### src/hw/apis_regs.svh
`ifndef APIS_REGS_SVH
`define APIS_REGS_SVH
// byte offsets of the register words
`define APIS_OFF_STATUS    8'h00
`define APIS_OFF_EDGE_SEL  8'h04
`define APIS_OFF_LIVE      8'h08
`define APIS_OFF_MASK      8'h0c
// field positions
`define APIS_BIT_SYS_ALARM 7
`define APIS_BIT_LINE_ALARM 6
`define APIS_BIT_PATTERN   5
`define APIS_BIT_ALARM_ES  6
`define APIS_BIT_PATTERN_ES 5
// reset values
`define APIS_RST_STATUS    8'h00
`define APIS_RST_EDGE_SEL  8'h00
`define APIS_RST_MASK      8'he0
`endif

### src/hw/apis_pkg.sv
package apis_pkg;
  typedef logic [7:0]  apis_byte_t;
  typedef logic [31:0] apis_word_t;
  typedef enum logic [1:0] {
    APIS_HTRANS_IDLE   = 2'b00,
    APIS_HTRANS_BUSY   = 2'b01,
    APIS_HTRANS_NONSEQ = 2'b10,
    APIS_HTRANS_SEQ    = 2'b11
  } apis_htrans_e;
endpackage

### src/hw/apis_flag_if.sv
`timescale 1ns/1ps
`default_nettype none
// ties the flag module to its owner
interface apis_flag_if;
  logic [2:0] live;
  logic [2:0] any_edge;
  logic [2:0] clr;
  logic [2:0] flag;
  modport owner (output live, output any_edge, output clr, input flag);
  modport flags (input live, input any_edge, input clr, output flag);
endinterface
`default_nettype wire

### src/hw/apis_irq_status.sv
// Contract
// - system alarm flag sits at bit 7 and drives the interrupt pin
// - flags reset to zero, writing one clears, writing zero keeps
// - edge select zero: rising live system alarm sets its flag
// - edge select one: any live alarm transition sets its flag
// - line alarm flag at bit 6 behaves the same as system alarm
// - pattern sync flag at bit 5 set on rising live status, or on any transition with edge select bit 5 one
`timescale 1ns/1ps
`default_nettype none
`include "apis_regs.svh"
module apis_irq_status (
  input  wire logic                i_clk,
  input  wire logic                i_rst,
  input  wire logic                i_hsel,
  input  wire logic [7:0]          i_haddr,
  input  wire apis_pkg::apis_htrans_e i_htrans,
  input  wire logic                i_hwrite,
  input  wire logic [2:0]          i_hsize,
  input  wire apis_pkg::apis_word_t i_hwdata,
  input  wire logic                i_hready,
  output logic [31:0]              o_hrdata,
  output logic                     o_hreadyout,
  output logic                     o_hresp,
  input  wire logic                i_sys_alarm_live_status,
  input  wire logic                i_line_alarm_live_status,
  input  wire logic                i_pattern_sync_live_status,
  output logic                     o_irq_n
);
  import apis_pkg::*;

  // -------------------------------------------------------
  // live status synchronisers
  // -------------------------------------------------------
  logic [2:0] live_meta_ff;
  logic [2:0] live_ff;
  always_ff @(posedge i_clk) begin
    if (i_rst) begin
      live_meta_ff <= 3'h0;
      live_ff      <= 3'h0;
    end else begin
      live_meta_ff <= {i_sys_alarm_live_status, i_line_alarm_live_status, i_pattern_sync_live_status};
      live_ff      <= live_meta_ff;
    end
  end

  // -------------------------------------------------------
  // ahb-lite address phase capture
  // -------------------------------------------------------
  logic       wr_pend_ff;
  logic [7:0] addr_ff;
  logic       take;
  assign take = i_hsel & i_hready & i_htrans[1];

  always_ff @(posedge i_clk) begin
    if (i_rst) begin
      wr_pend_ff <= 1'b0;
      addr_ff    <= 8'h00;
    end else begin
      wr_pend_ff <= take & i_hwrite;
      if (take) begin
        addr_ff <= i_haddr;
      end
    end
  end

  // zero wait state, always okay
  assign o_hreadyout = 1'b1;
  assign o_hresp     = 1'b0;

  // -------------------------------------------------------
  // control registers
  // -------------------------------------------------------
  logic [7:0] edge_sel_ff;
  logic [7:0] mask_ff;
  always_ff @(posedge i_clk) begin
    if (i_rst) begin
      edge_sel_ff <= `APIS_RST_EDGE_SEL;
      mask_ff     <= `APIS_RST_MASK;
    end else if (wr_pend_ff) begin
      if (addr_ff == `APIS_OFF_EDGE_SEL) begin
        edge_sel_ff <= i_hwdata[7:0];
      end
      if (addr_ff == `APIS_OFF_MASK) begin
        mask_ff <= i_hwdata[7:0];
      end
    end
  end

  // -------------------------------------------------------
  // flag bank
  // -------------------------------------------------------
  apis_flag_if fif ();
  logic       clr_wr;
  assign clr_wr = wr_pend_ff & (addr_ff == `APIS_OFF_STATUS);
  assign fif.live = live_ff;
  // both alarm flags share one select bit
  assign fif.any_edge = {edge_sel_ff[`APIS_BIT_ALARM_ES], edge_sel_ff[`APIS_BIT_ALARM_ES],
                         edge_sel_ff[`APIS_BIT_PATTERN_ES]};
  assign fif.clr = clr_wr ? {i_hwdata[`APIS_BIT_SYS_ALARM], i_hwdata[`APIS_BIT_LINE_ALARM],
                             i_hwdata[`APIS_BIT_PATTERN]} : 3'h0;

  apis_flag_bank u_flags (
    .i_clk (i_clk),
    .i_rst (i_rst),
    .fl    (fif.flags)
  );

  logic [7:0] status;
  assign status = {fif.flag, 5'h00};

  // -------------------------------------------------------
  // read data and interrupt
  // -------------------------------------------------------
  logic [7:0] rd_addr_ff;
  always_ff @(posedge i_clk) begin
    if (i_rst) begin
      rd_addr_ff <= 8'h00;
    end else if (take) begin
      rd_addr_ff <= i_haddr;
    end
  end

  always_comb begin
    unique case (rd_addr_ff)
      `APIS_OFF_STATUS:   o_hrdata = {24'h000000, status};
      `APIS_OFF_EDGE_SEL: o_hrdata = {24'h000000, edge_sel_ff};
      `APIS_OFF_LIVE:     o_hrdata = {24'h000000, live_ff, 5'h00};
      `APIS_OFF_MASK:     o_hrdata = {24'h000000, mask_ff};
      default:            o_hrdata = 32'h00000000;
    endcase
  end

  logic irq_n_ff;
  always_ff @(posedge i_clk) begin
    if (i_rst) begin
      irq_n_ff <= 1'b1;
    end else begin
      irq_n_ff <= ~|(status & mask_ff);
    end
  end
  assign o_irq_n = irq_n_ff;

  // -------------------------------------------------------
  // bus and synchroniser checks
  // -------------------------------------------------------
  ready_high_a: assert property (@(posedge i_clk) disable iff (i_rst)
    o_hreadyout)
    else $error("ready dropped");

  resp_okay_a: assert property (@(posedge i_clk) disable iff (i_rst)
    !o_hresp)
    else $error("error response");

  upper_zero_a: assert property (@(posedge i_clk) disable iff (i_rst)
    o_hrdata[31:8] == 24'h000000)
    else $error("upper read bits set");

  read_status_a: assert property (@(posedge i_clk) disable iff (i_rst)
    (rd_addr_ff == `APIS_OFF_STATUS) |-> (o_hrdata[7:0] == status))
    else $error("status read wrong");

  live_sync_a: assert property (@(posedge i_clk) disable iff (i_rst)
    1'b1 |=> (live_ff == $past(live_meta_ff)))
    else $error("sync stage skipped");

  edge_sel_stable_a: assert property (@(posedge i_clk) disable iff (i_rst)
    !wr_pend_ff |=> $stable(edge_sel_ff))
    else $error("edge select moved");

  mask_stable_a: assert property (@(posedge i_clk) disable iff (i_rst)
    !wr_pend_ff |=> $stable(mask_ff))
    else $error("mask moved");

  // -------------------------------------------------------
  // flag checks, live edges seen after the synchroniser
  // -------------------------------------------------------
  sys_rise_a: assert property (@(posedge i_clk) disable iff (i_rst)
    (!edge_sel_ff[6] && $rose(live_ff[2])) |=> status[7])
    else $error("sys rise missed");

  sys_no_fall_a: assert property (@(posedge i_clk) disable iff (i_rst)
    (!edge_sel_ff[6] && $fell(live_ff[2]) && !status[7]) |=> !status[7])
    else $error("sys fall set flag");

  sys_any_a: assert property (@(posedge i_clk) disable iff (i_rst)
    (edge_sel_ff[6] && $changed(live_ff[2])) |=> status[7])
    else $error("sys transition missed");

  sys_clear_a: assert property (@(posedge i_clk) disable iff (i_rst)
    (clr_wr && i_hwdata[7] && $stable(live_ff[2])) |=> !status[7])
    else $error("sys clear failed");

  keep_zero_a: assert property (@(posedge i_clk) disable iff (i_rst)
    (clr_wr && !i_hwdata[7] && status[7]) |=> status[7])
    else $error("zero write cleared");

  sys_hold_a: assert property (@(posedge i_clk) disable iff (i_rst)
    (!clr_wr && status[7]) |=> status[7])
    else $error("sys flag lost");

  sys_quiet_a: assert property (@(posedge i_clk) disable iff (i_rst)
    (!status[7] && $stable(live_ff[2])) |=> !status[7])
    else $error("sys flag set from nothing");

  sys_set_wins_a: assert property (@(posedge i_clk) disable iff (i_rst)
    (clr_wr && i_hwdata[7] && $rose(live_ff[2])) |=> status[7])
    else $error("sys clear beat set");

  line_rise_a: assert property (@(posedge i_clk) disable iff (i_rst)
    (!edge_sel_ff[6] && $rose(live_ff[1])) |=> status[6])
    else $error("line rise missed");

  line_no_fall_a: assert property (@(posedge i_clk) disable iff (i_rst)
    (!edge_sel_ff[6] && $fell(live_ff[1]) && !status[6]) |=> !status[6])
    else $error("line fall set flag");

  line_any_a: assert property (@(posedge i_clk) disable iff (i_rst)
    (edge_sel_ff[6] && $changed(live_ff[1])) |=> status[6])
    else $error("line transition missed");

  line_clear_a: assert property (@(posedge i_clk) disable iff (i_rst)
    (clr_wr && i_hwdata[6] && $stable(live_ff[1])) |=> !status[6])
    else $error("line clear failed");

  line_keep_a: assert property (@(posedge i_clk) disable iff (i_rst)
    (clr_wr && !i_hwdata[6] && status[6]) |=> status[6])
    else $error("line zero write cleared");

  line_hold_a: assert property (@(posedge i_clk) disable iff (i_rst)
    (!clr_wr && status[6]) |=> status[6])
    else $error("line flag lost");

  line_quiet_a: assert property (@(posedge i_clk) disable iff (i_rst)
    (!status[6] && $stable(live_ff[1])) |=> !status[6])
    else $error("line flag set from nothing");

  line_set_wins_a: assert property (@(posedge i_clk) disable iff (i_rst)
    (clr_wr && i_hwdata[6] && $rose(live_ff[1])) |=> status[6])
    else $error("line clear beat set");

  pattern_rise_a: assert property (@(posedge i_clk) disable iff (i_rst)
    (!edge_sel_ff[5] && $rose(live_ff[0])) |=> status[5])
    else $error("pattern edge missed");

  pat_no_fall_a: assert property (@(posedge i_clk) disable iff (i_rst)
    (!edge_sel_ff[5] && $fell(live_ff[0]) && !status[5]) |=> !status[5])
    else $error("pattern fall set flag");

  pat_any_a: assert property (@(posedge i_clk) disable iff (i_rst)
    (edge_sel_ff[5] && $changed(live_ff[0])) |=> status[5])
    else $error("pattern transition missed");

  pat_clear_a: assert property (@(posedge i_clk) disable iff (i_rst)
    (clr_wr && i_hwdata[5] && $stable(live_ff[0])) |=> !status[5])
    else $error("pattern clear failed");

  pat_keep_a: assert property (@(posedge i_clk) disable iff (i_rst)
    (clr_wr && !i_hwdata[5] && status[5]) |=> status[5])
    else $error("pattern zero write cleared");

  pat_hold_a: assert property (@(posedge i_clk) disable iff (i_rst)
    (!clr_wr && status[5]) |=> status[5])
    else $error("pattern flag lost");

  pat_quiet_a: assert property (@(posedge i_clk) disable iff (i_rst)
    (!status[5] && $stable(live_ff[0])) |=> !status[5])
    else $error("pattern flag set from nothing");

  pat_set_wins_a: assert property (@(posedge i_clk) disable iff (i_rst)
    (clr_wr && i_hwdata[5] && $rose(live_ff[0])) |=> status[5])
    else $error("pattern clear beat set");

  // -------------------------------------------------------
  // interrupt pin checks
  // -------------------------------------------------------
  irq_follows_a: assert property (@(posedge i_clk) disable iff (i_rst)
    (|(status & mask_ff)) |=> !o_irq_n)
    else $error("irq not asserted");

  irq_release_a: assert property (@(posedge i_clk) disable iff (i_rst)
    (status == 8'h00) |=> o_irq_n)
    else $error("irq not released");

  masked_quiet_a: assert property (@(posedge i_clk) disable iff (i_rst)
    ((status & mask_ff) == 8'h00) |=> o_irq_n)
    else $error("masked flag drove irq");

  sys_pin_a: assert property (@(posedge i_clk) disable iff (i_rst)
    (status[7] && mask_ff[7]) |=> !o_irq_n)
    else $error("sys alarm not on pin");

  line_pin_a: assert property (@(posedge i_clk) disable iff (i_rst)
    (status[6] && mask_ff[6]) |=> !o_irq_n)
    else $error("line alarm not on pin");

  pat_pin_a: assert property (@(posedge i_clk) disable iff (i_rst)
    (status[5] && mask_ff[5]) |=> !o_irq_n)
    else $error("pattern not on pin");
endmodule
`default_nettype wire

### src/hw/apis_flag_bank.sv
`timescale 1ns/1ps
`default_nettype none
module apis_flag_bank (
  input  wire logic   i_clk,
  input  wire logic   i_rst,
  apis_flag_if.flags  fl
);
  import apis_pkg::*;

  logic [2:0] prev_ff;
  logic [2:0] flag_ff;
  logic [2:0] nxt_flag;
  logic [2:0] hit;

  always_ff @(posedge i_clk) begin
    if (i_rst) begin
      prev_ff <= 3'h0;
    end else begin
      prev_ff <= fl.live;
    end
  end

  // -------------------------------------------------------
  // edge detect per flag, set beats a same-cycle clear
  // -------------------------------------------------------
  genvar g;
  generate
    for (g = 0; g < 3; g++) begin : g_flag
      assign hit[g] = fl.any_edge[g] ? (fl.live[g] ^ prev_ff[g])
                                     : (fl.live[g] & ~prev_ff[g]);
      assign nxt_flag[g] = hit[g] | (flag_ff[g] & ~fl.clr[g]);
    end
  endgenerate

  always_ff @(posedge i_clk) begin
    if (i_rst) begin
      flag_ff <= 3'h0;
    end else begin
      flag_ff <= nxt_flag;
    end
  end

  assign fl.flag = flag_ff;

  rising_sets_a: assert property (@(posedge i_clk) disable iff (i_rst)
    (!fl.any_edge[2] && fl.live[2] && !prev_ff[2]) |=> flag_ff[2]) else $error("missed rising edge");
  falling_sets_a: assert property (@(posedge i_clk) disable iff (i_rst)
    (fl.any_edge[2] && !fl.live[2] && prev_ff[2]) |=> flag_ff[2]) else $error("missed falling edge");
  clear_works_a: assert property (@(posedge i_clk) disable iff (i_rst)
    (fl.clr[1] && !hit[1]) |=> !flag_ff[1]) else $error("clear failed");
endmodule
`default_nettype wire

### config.mk
export PLATFORM = sky130hd
export DESIGN_NAME = apis_irq_status
export DESIGN_NICKNAME = d
export VERILOG_FILES = /design/src/hw/apis_pkg.sv /design/src/hw/apis_flag_if.sv /design/src/hw/apis_irq_status.sv /design/src/hw/apis_flag_bank.sv
export VERILOG_INCLUDE_DIRS = /design/src /design/src/hw
export SDC_FILE = /design/constraint.sdc
export NUM_CORES = 1
export LEC_CHECK = 0
export ABC_AREA = 0
export BUFFER_PORTS_ARGS = -buffer_cell sky130_fd_sc_hd__buf_2
export CAP_MARGIN = 0
export CORE_ASPECT_RATIO = 1.75
export CORE_MARGIN = 1.5
export CORE_UTILIZATION = 45
export DETAILED_ROUTE_END_ITERATION = 8
export PLACE_DENSITY = 0.73
export SLEW_MARGIN = 20
export SYNTH_ARGS = -nofsm -noshare
export SYNTH_HDL_FRONTEND = slang
export SYNTH_SLANG_ARGS = --single-unit
### constraint.sdc
create_clock -name i_clk -period 5.4 [get_ports i_clk]
set_input_delay 0.27 -clock i_clk [delete_from_list [all_inputs] [get_ports i_clk]]
set_output_delay 0.27 -clock i_clk [all_outputs]
set_load 0.1 [all_outputs]
# Yosys cells after proc, flatten, opt, wreduce, memory -nomap -nowiden
# Cells that the tools add are included.
classes:
  n_addsub: 0
  mul: 0
  n_div: 0
  magnitude_cmp: 0
  n_eq_ne: 3
  shifts: 0
  mux: 5
  bitwise: 23
  n_reduce_logical: 5
op_table:
  columns: ["operator", "count"]
  rows:
  - ["case mux 8 bit (4 select lines)", 1]
  - ["== test 8 x 4 -> 1 bit (second input constant)", 2]
  - ["AND 1 bit", 10]
  - ["AND 8 bit", 1]
  - ["== test 8 x 3 -> 1 bit (second input constant)", 1]
  - ["logical NOT 8 bit", 1]
  - ["OR reduction 8 bit", 1]
  - ["inverter 1 bit", 6]
  - ["AND reduction 2 bit", 2]
  - ["2-to-1 mux 1 bit", 3]
  - ["2-to-1 mux 3 bit", 1]
  - ["bitwise OR 1 bit", 3]
  - ["bitwise XOR 1 bit", 3]
  - ["logical NOT 1 bit", 1]
word_totals:
  regBits: 38
  latchBits: 0
  ramBits: 0
  romBits: 0
  out_inout_bits: 35
  wordCells: 45
  mem_count: 0

# Logic depth before layout (Yosys ltp)
# Gate-level depths: netlist of run 1.
logic_depth:
  word_depth: 6
  ltp_mapped: 5
  depth_no_buf: 5

# Hierarchy
# A second synthesis of run 1 with hierarchy kept.
hier_totals:
  hier_cells: 203
  hier_area_um2: 1883.1
modules_own_cells:
  columns: ["mod", "n_inst", "cells_each", "area_per_inst_um2"]
  rows:
  - ["apis_irq_status", 1, 176, 1620.3]
  - ["apis_flag_bank", 1, 27, 262.8]

# Worst setup path after synthesis of run 1
# No wires, ideal clock.
synth_path:
  kind: "register -> output"
  from: "register rd_addr_ff[0]"
  to: "output o_hrdata[5]"
  t_arrival_ns: 2.666
  slack_ns: 2.464
  path_stages_with_launch: 5
  n_path_buf: 1
  cell_sequence: "dfxtp_1 or4_1 buf_4 or2_2 nor2b_1"
synth_via:
  elab_chain_cells: 2
  word_cells_on_any_way: 5
  cone_classes: "eq/ne: 3; mux: 1; reduce/logical: 1"
synth_rtl:
  columns: ["element", "line_no", "text"]
  rows:
  - ["start: declaration", "apis_irq_status.sv:114", "logic [7:0] rd_addr_ff;"]
  - ["start signal: assignment", "apis_irq_status.sv:119", "rd_addr_ff <= i_haddr;"]
  - ["== test 8 x 4 -> 1 bit (tied with other cells)", "apis_irq_status.sv:124", "unique case (rd_addr_ff)"]
  - ["case mux 8 bit (4 select lines) (*)", "apis_irq_status.sv:124", null]
  - ["end: declaration", "apis_irq_status.sv:21", "output logic [31:0] o_hrdata,"]
# Every way passes the cells marked *; elsewhere a longest branch is shown, timed or not.

# Worst setup path after layout of run 1
layout_path:
  from: "register rd_addr_ff[0]"
  to: "output o_hrdata[4]"
# The elaborated chain is that of the path after synthesis.

==> results.tsv, run 1 <==
stage	metric	value	unit
critical_path	Critical Path Source Type	register	
clock_network	clock root cell	clkbuf_8	
power	PnR Total Power	0.598	mW
clock_network	CTS max path bufs	2	
power	Pint	0.397	mW
critical_path	Crit Path Max Fanout	12	
critical_path	R2R setup slack	3340	ps
clock_network	Post-CTS Setup Bufs	0	
timing	final setup fails	0	
critical_path	Worst R2R End	mask_ff[7]	
critical_path	crit-path cells	or4_1 > or2_1 > nor2_1 > buf_2	
logic_synthesis	fraction of registers with async set/reset	0	%
power	Logic pwr share	22.4	%
clock_network	CTS H-tree lvls	2	
critical_path	end point of the critical path	o_hrdata[4]	
logic_synthesis	flop and latch count out of synthesis	38	
clock_network	CTS tree	done	
clock_network	CTS Buf Count	5	
critical_path	R2R depth	3	
timing	Worst-Margin Slew	677	ps
logic_synthesis	synth top area cells	dfxtp_1, buf_4, mux2i_1	
logic_synthesis	dominant cell type by area after synthesis	dfxtp_1	
floorplan	Rows	31	
job	max_cap viols	0	
timing	hold slack	201	ps
critical_path	Critical Path Stages	4	
cells_and_area	number of diodes	0	
timing	Slew headroom	54.9	%
critical_path	Worst path max stage delay	750	ps
timing	final period utilization	47.3	%
clock_network	cts hold-fix bufs	0	
critical_path	Crit-path slowest cell	or4_1	
clock_network	CTS Sinks	38	
floorplan	chip width	52.1	um
placed_design	placed insts	273	
timing	Slew Limit Fails	0	
cells_and_area	fin cells	280	
critical_path	Critical Path AT	2290	ps
logic_synthesis	Top FF cell, synth	dfxtp_1	
global_routing	Overflow after GRT	0	
clock_network	clock-pin slew on the worst setup and hold paths	60	ps
routing	Routed WL per cell	11.3	um
routing	Starting DRT DRC Count	24	
placed_design	hpwl dp	2390	um
placed_design	Setup Slack @ Placement	3140	ps
hold_path	Hold Path Class	primary input to register	
global_routing	global-route wire length before repair	5030	um
timing	Setup TNS	0	ps
global_routing	initial antenna violation count	0	
power	Max VDD drop	199	uV
critical_path	critical path endpoint category	output pin	
logic_synthesis	Post-Synthesis Cells	204	
placed_design	final RePlAce weighted congestion	0.767	
logic_synthesis	post-synth top area share	40.0	%
cells_and_area	area grow syn2layout	7.57	%
critical_path	kind of critical path	register to output pin	
critical_path	WP data required	5130	ps
power	sw power	0.201	mW
floorplan	io pins	88	
global_routing	pin count of the biggest net entering global routing	47	
timing	Hold Fails Final Rpt	0	
timing	min Tclk post-route	2560	ps
routing	Routed Antenna Nets	0	
power	sequential power share	48.7	%
logic_synthesis	register area share after synthesis	40.0	%
logic_synthesis	Post-synth EDFFs	0	
timing	worst setup margin	2840	ps
routing	TritonRoute pass-1 iters	4	
routing	vias	1327	
logic_synthesis	mapped cell area	1900	sq um
cells_and_area	fillers	420	
routing	Vias/cell	4.74	
critical_path	CP Launch Point	rd_addr_ff[0]	
critical_path	r2r startpoint	rd_addr_ff[0]	
cells_and_area	layout cells sized above 1	18.6	%
logic_synthesis	Synthesis Warnings	0	
timing	RSZ-0062 raised after global routing	no	
floorplan	area of the core	4110	sq um
power	Clk pwr share	28.9	%
power	sw frac	33.7	%
global_routing	vias in the first global route	1182	
cells_and_area	number of nets in the layout	287	
logic_synthesis	Syn Area/Cell	9.32	sq um
placed_design	count of buffers from port buffering	33	
routing	final wirelength	3170	um
timing	Max Clock Freq	391	MHz
outcome	outcome	finished, final reports clean	
logic_synthesis	Synth cell types	32	
routing	drt drc	0	
floorplan	Die Ht	89.0	um
clock_network	clk_lat worst skew	280	ps
clock_network	Post-CTS Resized	0	
power	P_leak	0.855	nW
critical_path	family with the most delay on the worst path	simple AND/OR/NAND/NOR gates	
timing	Setup Skew	3.97	ps
power	pwr dens	293	nW/um^2
floorplan	Die ar.	4640	sq um
floorplan	Starting Density	46.2	%
global_routing	Tot GR Track Use	14.6	%
critical_path	Critical path buffers and inverters	1	
-- power groups by stage --
stage	combinational (mW)	clock (mW)	sequential [mW]
floorplan	0.132	0	0.300
global placement	0.133	0	0.298
detailed placement	0.134	0	0.298
CTS	0.134	0.179	0.292
global route	0.141	0.189	0.292
finish	0.134	0.173	0.292
-- state kept, by name, indices dropped and copies added (netlist names) --
name             flops
o_irq_n              1
wr_pend_ff           1
edge_sel_ff          8
mask_ff              8
u_flags.fl.flag      3
rd_addr_ff           8
live_meta_ff         3
u_flags.prev_ff      3
fif.live             3
-- worst min-delay path by stage --
stage                                          start         endpoint  slack (ps)  depth (start not counted)
after floorplan           i_pattern_sync_live_status  live_meta_ff[0]         400                          1
after global placement               live_meta_ff[0]      fif.live[0]         420                          1
after detailed placement             live_meta_ff[1]      fif.live[1]         420                          1
after CTS                 i_pattern_sync_live_status  live_meta_ff[0]         190                          2
after global routing        i_line_alarm_live_status  live_meta_ff[1]         210                          2
final                     i_pattern_sync_live_status  live_meta_ff[0]         200                          2
-- metrics by stage --
step                      instance area, sq um  util (%)
after CTS                                 2040      49.7
after global placement                    1970      47.9
after detailed placement                  1970      47.9
after global routing                      2040      49.7
final                                     2040      49.7
after floorplan                           1990         -
-- cells by family (layout without fill, tap and decap cells) --
kind of cell    after synthesis  after routing  synth area share (%)
other cells                   2             26                 0.395
buf+inv                      44             47                  14.5
flops                        38             38                  40.0
fa+ha+maj                     3              3                  1.98
simple gates                 75             75                  22.5
compound gates               21             21                  6.98
mux                          21             21                  13.6
-- synthesized netlist by cell type (all sizes together), types with 4 or more instances --
master and number:
a21oi 11, buf 29, clkbuf 8, dfxtp 38
inv 7, mux2i 18, nand2 20, nand2b 21
nor2 5, nor2b 12, nor4 4, or2 4
-- cell type report --
cell class / instances / area [sq um] / share of cell area [%]
Multi-Input combinational cell: 146 / 955 / 46.7
Sequential cell: 38 / 761 / 37.2
Timing Repair Buffer: 33 / 165 / 8.08
Clock buffer: 7 / 76.3 / 3.73
Tap cell: 49 / 61.3 / 3.00
Inverter: 7 / 26.3 / 1.29
-- layer usage --
| layer | global-route usage [%] | routed length (um) | share of wire (%) | up-vias |
|---|---|---|---|---|
| met3 | 3.18 | 123 | 3.9 | 5 |
| met1 | 14.2 | 1240 | 39 | 603 |
| met5 | 0 | 0 | 0 | - |
| met4 | 7.18 | 60 | 1.9 | 0 |
| met2 | 28.0 | 1750 | 55 | 39 |
| li1 | - | - | - | 680 |
-- layout by cell type (no fill, tap or decap), drive strengths merged --
| cell | instances |
|---|---|
| dfxtp | 38 |
| o41ai | 3 |
| or4 | 2 |
| nor3b | 1 |
| nand2b | 21 |
| buf | 33 |
| nor3 | 1 |
| or3 | 1 |
| nand3 | 1 |
| a222oi | 1 |
| conb | 26 |
| nor2b | 12 |
| or3b | 2 |
| mux4 | 3 |
| mux2i | 18 |
| inv | 7 |
| nor4 | 4 |
| clkbuf | 7 |
| a21oi | 11 |
| nor2 | 5 |
| nand2 | 20 |
| and3 | 1 |
| o21ai | 3 |
| or2 | 4 |
| ha | 3 |
| a211o | 3 |
Power figures use the tool's default switching activity.
==> run 2, diff against run 1 <==
--- a/config.mk
+++ b/config.mk
@@ -11,9 +11,9 @@
 export CAP_MARGIN = 0
 export CORE_ASPECT_RATIO = 1.75
 export CORE_MARGIN = 1.5
-export CORE_UTILIZATION = 45
+export CORE_UTILIZATION = 42
 export DETAILED_ROUTE_END_ITERATION = 8
-export PLACE_DENSITY = 0.73
+export PLACE_DENSITY = 0.72
 export SLEW_MARGIN = 20
 export SYNTH_ARGS = -nofsm -noshare
 export SYNTH_HDL_FRONTEND = slang
==> constraint.sdc (replaced) <==
create_clock -name i_clk -period 2.35 [get_ports i_clk]
set_input_delay 0.1175 -clock i_clk [delete_from_list [all_inputs] [get_ports i_clk]]
set_output_delay 0.1175 -clock i_clk [all_outputs]
set_load 0.1 [all_outputs]
==> results.tsv, run 2 (synthesis results as in run 1) <==
stage	metric	value	unit
timing	Max Clock Freq	467	MHz
critical_path	r2r startpoint	rd_addr_ff[2]	
power	pwr dens	653	nW/um^2
clock_network	clock-pin slew on the worst setup and hold paths	70	ps
critical_path	crit-path cells	or3b_1 > or2_1 > nor2_2 > buf_12	
routing	vias	1338	
timing	Slew headroom	55.1	%
cells_and_area	number of nets in the layout	289	
routing	Routed met1 length	1280	um
routing	Starting DRT DRC Count	13	
clock_network	Post-CTS Resized	0	
critical_path	critical path endpoint category	output pin	
critical_path	Critical Path Source Type	register	
cells_and_area	fillers	428	
timing	Setup Skew	8.00	ps
routing	Routed Antenna Nets	0	
cells_and_area	leading cell type in the layout, fill and taps excluded	dfxtp_1	
floorplan	Die ar.	4950	sq um
clock_network	CTS H-tree lvls	2	
floorplan	chip width	53.9	um
clock_network	clk_lat worst skew	280	ps
routing	drt drc	0	
placed_design	placed cell areas	2120	sq um
clock_network	Post-CTS Setup Bufs	0	
floorplan	Die Ht	92.0	um
routing	Vias/cell	4.69	
cells_and_area	layout cells sized above 1	23.1	%
timing	worst setup margin	211	ps
critical_path	kind of critical path	register to output pin	
floorplan	Rows	32	
timing	Worst-Margin Slew	674	ps
critical_path	WP data required	2230	ps
cells_and_area	Finished Cell Area	2220	sq um
routing	Routed WL per cell	11.4	um
hold_path	Worst Min Path Start	i_sys_alarm_live_status	
critical_path	Critical Path AT	2020	ps
floorplan	area of the core	4360	sq um
global_routing	vias in the first global route	1214	
routing	TritonRoute pass-1 iters	4	
placed_design	hpwl dp	2440	um
global_routing	Tot GR Track Use	15.0	%
cells_and_area	Regs by FF count	edge_sel_ff (8), mask_ff (8), rd_addr_ff (8)	
clock_network	CTS tree	done	
power	P_leak	0.895	nW
outcome	outcome	finished, final reports clean	
timing	hold slack	40.4	ps
power	Max VDD drop	472	uV
cells_and_area	fin cells	285	
cells_and_area	area grow syn2layout	16.7	%
hold_path	Hold Path Class	primary input to register	
timing	final setup fails	0	
clock_network	clock root cell	clkbuf_8	
clock_network	cts hold-fix bufs	0	
timing	Slew Limit Fails	0	
routing	final wirelength	3260	um
floorplan	Starting Density	43.5	%
critical_path	CP Launch Point	rd_addr_ff[2]	
clock_network	CTS max path bufs	2	
timing	RSZ-0062 raised after global routing	no	
critical_path	Worst path max stage delay	530	ps
timing	Setup TNS	0	ps
placed_design	final RePlAce weighted congestion	0.806	
placed_design	Setup Slack @ Placement	293	ps
clock_network	CTS Sinks	38	
timing	Hold Fails Final Rpt	0	
routing	met2 WL	1760	um
global_routing	initial antenna violation count	0	
power	PnR Total Power	1.45	mW
global_routing	global-route wire length before repair	5470	um
global_routing	pin count of the biggest net entering global routing	47	
cells_and_area	number of diodes	0	
timing	min Tclk post-route	2140	ps
routing	DR WL met3	155	um
placed_design	count of buffers from port buffering	33	
global_routing	Overflow after GRT	0	
timing	final period utilization	91.0	%
clock_network	CTS Buf Count	5	
critical_path	Crit Path Max Fanout	8	
critical_path	Crit-path slowest cell	or3b_1	
floorplan	io pins	88	
job	max_cap viols	0	
cells_and_area	Post-Route Utilization	50.8	%
placed_design	placed insts	277	
routing	top routing layer used	met4	
cells_and_area	most frequent cells in the layout	dfxtp_1, conb_1, buf_2	
[run 2: cell types whose count changed in the layout (fill, tap and decap cells not counted)]
cell and change:
clkinvlp_4 +1, buf_12 +8, buf_2 -8, buf_4 +2, nor2_2 +5, or4_4 +1
clkbuf_1 -2, clkbuf_8 +1, nor2_1 -5, clkinv_2 +1, or4_1 -1
[run 2: critical path, delay by kind of cell (launching register included)]
family,cells,cell delay [ps]
DFF,1,440
buffers and inverters,1,190
and+or+nand+nor,3,1110
[run 2: area by class of cell]
class / count / area (sq um) / share of cell area, %
Timing Repair Buffer: 35 / 300 / 13.5
Tap cell: 51 / 63.8 / 2.88
Multi-Input combinational cell: 146 / 971 / 43.8
Sequential cell: 38 / 761 / 34.3
Clock buffer: 6 / 82.6 / 3.72
Inverter: 7 / 26.3 / 1.19
Clock inverter: 2 / 12.5 / 0.564
[run 2: worst paths after layout]
| path | end | slack, ps | cells past startpoint |
|---|---|---|---|
| worst max-delay path | o_hrdata[2] | 210 | 4 |
| worst min-delay path | live_meta_ff[2] | 40 | 2 |
| worst max register to register | mask_ff[7] | 430 | 3 |
| worst min register to register | fif.live[1] | 440 | 1 |
[run 2: per-layer routing]
layer | track usage [%] | vias to the layer above
li1 | - | 690
met1 | 16.6 | 599
met2 | 25.8 | 43
met3 | 3.58 | 6
met4 | 6.41 | 0
met5 | 0 | -
[run 2: power breakdown]
part           total (mW)  switching (mW)  internal [mW]
sequential          0.668         0.00918          0.659
clock               0.457           0.221          0.236
combinational       0.323           0.263         0.0598
==> run 3, diff against run 2 <==
--- a/config.mk
+++ b/config.mk
@@ -11,9 +11,9 @@
 export CAP_MARGIN = 0
 export CORE_ASPECT_RATIO = 1.75
 export CORE_MARGIN = 1.5
-export CORE_UTILIZATION = 42
+export CORE_UTILIZATION = 45
 export DETAILED_ROUTE_END_ITERATION = 8
-export PLACE_DENSITY = 0.72
+export PLACE_DENSITY = 0.73
 export SLEW_MARGIN = 20
 export SYNTH_ARGS = -nofsm -noshare
 export SYNTH_HDL_FRONTEND = slang
==> constraint.sdc (replaced) <==
create_clock -name i_clk -period 2.5 [get_ports i_clk]
set_input_delay 0.125 -clock i_clk [delete_from_list [all_inputs] [get_ports i_clk]]
set_output_delay 0.125 -clock i_clk [all_outputs]
set_load 0.1 [all_outputs]
==> results.tsv, run 3 (synthesis results as in run 1) <==
stage	metric	value	unit
cells_and_area	leading cell type in the layout, fill and taps excluded	dfxtp_1	
floorplan	io pins	88	
floorplan	chip width	52.1	um
hold_path	Hold Path Class	primary input to register	
global_routing	pin count of the biggest net entering global routing	47	
routing	top routing layer used	met4	
critical_path	WP data required	2380	ps
placed_design	hpwl dp	2460	um
routing	final wirelength	3310	um
job	max_cap viols	0	
clock_network	CTS Sinks	38	
routing	Routed WL per cell	11.8	um
critical_path	Crit Path Max Fanout	9	
outcome	outcome	finished, final reports clean	
cells_and_area	Regs by FF count	edge_sel_ff (8), mask_ff (8), rd_addr_ff (8)	
power	Logic pwr share	22.3	%
floorplan	Die ar.	4640	sq um
clock_network	cts hold-fix bufs	0	
routing	vias	1357	
timing	RSZ-0062 raised after global routing	no	
clock_network	clk_lat worst skew	280	ps
power	Clk pwr share	29.6	%
power	sequential power share	48.1	%
global_routing	Overflow after GRT	0	
floorplan	Starting Density	46.2	%
timing	worst setup margin	108	ps
routing	Vias/cell	4.83	
routing	Routed met1 length	1240	um
clock_network	CTS H-tree lvls	2	
floorplan	Die Ht	89.0	um
power	sw power	0.455	mW
timing	Slew headroom	54.9	%
routing	met2 WL	1900	um
timing	Max Clock Freq	418	MHz
critical_path	Critical Path AT	2270	ps
clock_network	Post-CTS Setup Bufs	0	
placed_design	final RePlAce weighted congestion	0.804	
floorplan	Rows	31	
power	PnR Total Power	1.31	mW
global_routing	vias in the first global route	1284	
cells_and_area	area grow syn2layout	8.76	%
cells_and_area	number of nets in the layout	288	
cells_and_area	most frequent cells in the layout	dfxtp_1, buf_2, conb_1	
clock_network	CTS max path bufs	2	
clock_network	clock-pin slew on the worst setup and hold paths	70	ps
timing	Setup Skew	7.04	ps
cells_and_area	fillers	417	
cells_and_area	number of diodes	0	
timing	final period utilization	95.7	%
clock_network	Post-CTS Resized	0	
routing	drt drc	0	
routing	DR WL met3	114	um
power	sw frac	34.8	%
routing	TritonRoute pass-1 iters	4	
placed_design	Setup Slack @ Placement	403	ps
cells_and_area	layout cells sized above 1	22.0	%
global_routing	global-route wire length before repair	5470	um
global_routing	Tot GR Track Use	15.9	%
timing	final setup fails	0	
placed_design	count of buffers from port buffering	33	
clock_network	CTS Buf Count	5	
timing	Hold Fails Final Rpt	0	
routing	Starting DRT DRC Count	26	
critical_path	kind of critical path	register to output pin	
routing	Routed Antenna Nets	0	
power	Pint	0.854	mW
power	pwr dens	633	nW/um^2
power	P_leak	0.865	nW
critical_path	Critical Path Source Type	register	
critical_path	critical path endpoint category	output pin	
power	Max VDD drop	405	uV
floorplan	area of the core	4110	sq um
global_routing	initial antenna violation count	0	
timing	min Tclk post-route	2390	ps
timing	Worst-Margin Slew	676	ps
clock_network	CTS tree	done	
clock_network	clock root cell	clkbuf_8	
timing	Slew Limit Fails	0	
## run 3: layout make-up
cell class	instances	area [sq um]	area share, %
tap	49	61.3	2.97
clock inverter	2	10.0	0.484
multi-input combinational	146	967	46.8
inverter	7	26.3	1.27
clock buffer	5	68.8	3.33
timing repair buffer	34	173	8.35
sequential	38	761	36.8
## run 3: path summary, 6_finish.rpt
| path | endpoint | depth (start not counted) | from | slack (ps) |
|---|---|---|---|---|
| max | o_hrdata[4] | 4 | rd_addr_ff[0] | 110 |
| min | live_meta_ff[2] | 2 | i_sys_alarm_live_status | 40 |
| max reg2reg | mask_ff[7] | 3 | rd_addr_ff[0] | 500 |
| min reg2reg | fif.live[2] | 1 | live_meta_ff[2] | 440 |
## run 3: power by group through the flow
| stage | clock (mW) | combinational, mW | sequential [mW] |
|---|---|---|---|
| after CTS | 0.400 | 0.293 | 0.629 |
| after detailed placement | 0 | 0.293 | 0.643 |
| after floorplan | 0 | 0.285 | 0.648 |
| after global routing | 0.424 | 0.308 | 0.631 |
| final | 0.387 | 0.292 | 0.629 |
| after global placement | 0 | 0.291 | 0.643 |
## run 3: worst max-delay path, stage by stage (launching register included)
cell and delay, ps:
dfxtp_1 310, or4_1 710, or2_1 410, nor2_2 130
buf_2 430
## run 3: metal layers
layer / global-route usage (%) / vias up
li1: - / 680
met1: 15.9 / 629
met2: 30.0 / 44
met3: 3.01 / 4
met4: 8.37 / 0
met5: 0 / -
## run 3: through the flow
step                util, %  area (sq um)  hold slack [ps]  TNS [ps]  std cells
floorplan                 -          2000              253      -872        228
global placement       48.4          1990              334         0        274
detailed placement     48.4          1990              337         0        274
CTS                    50.3          2070             39.2         0        281
global route           50.3          2070             59.6         0        281
finish                 50.3          2070             44.3         0        281
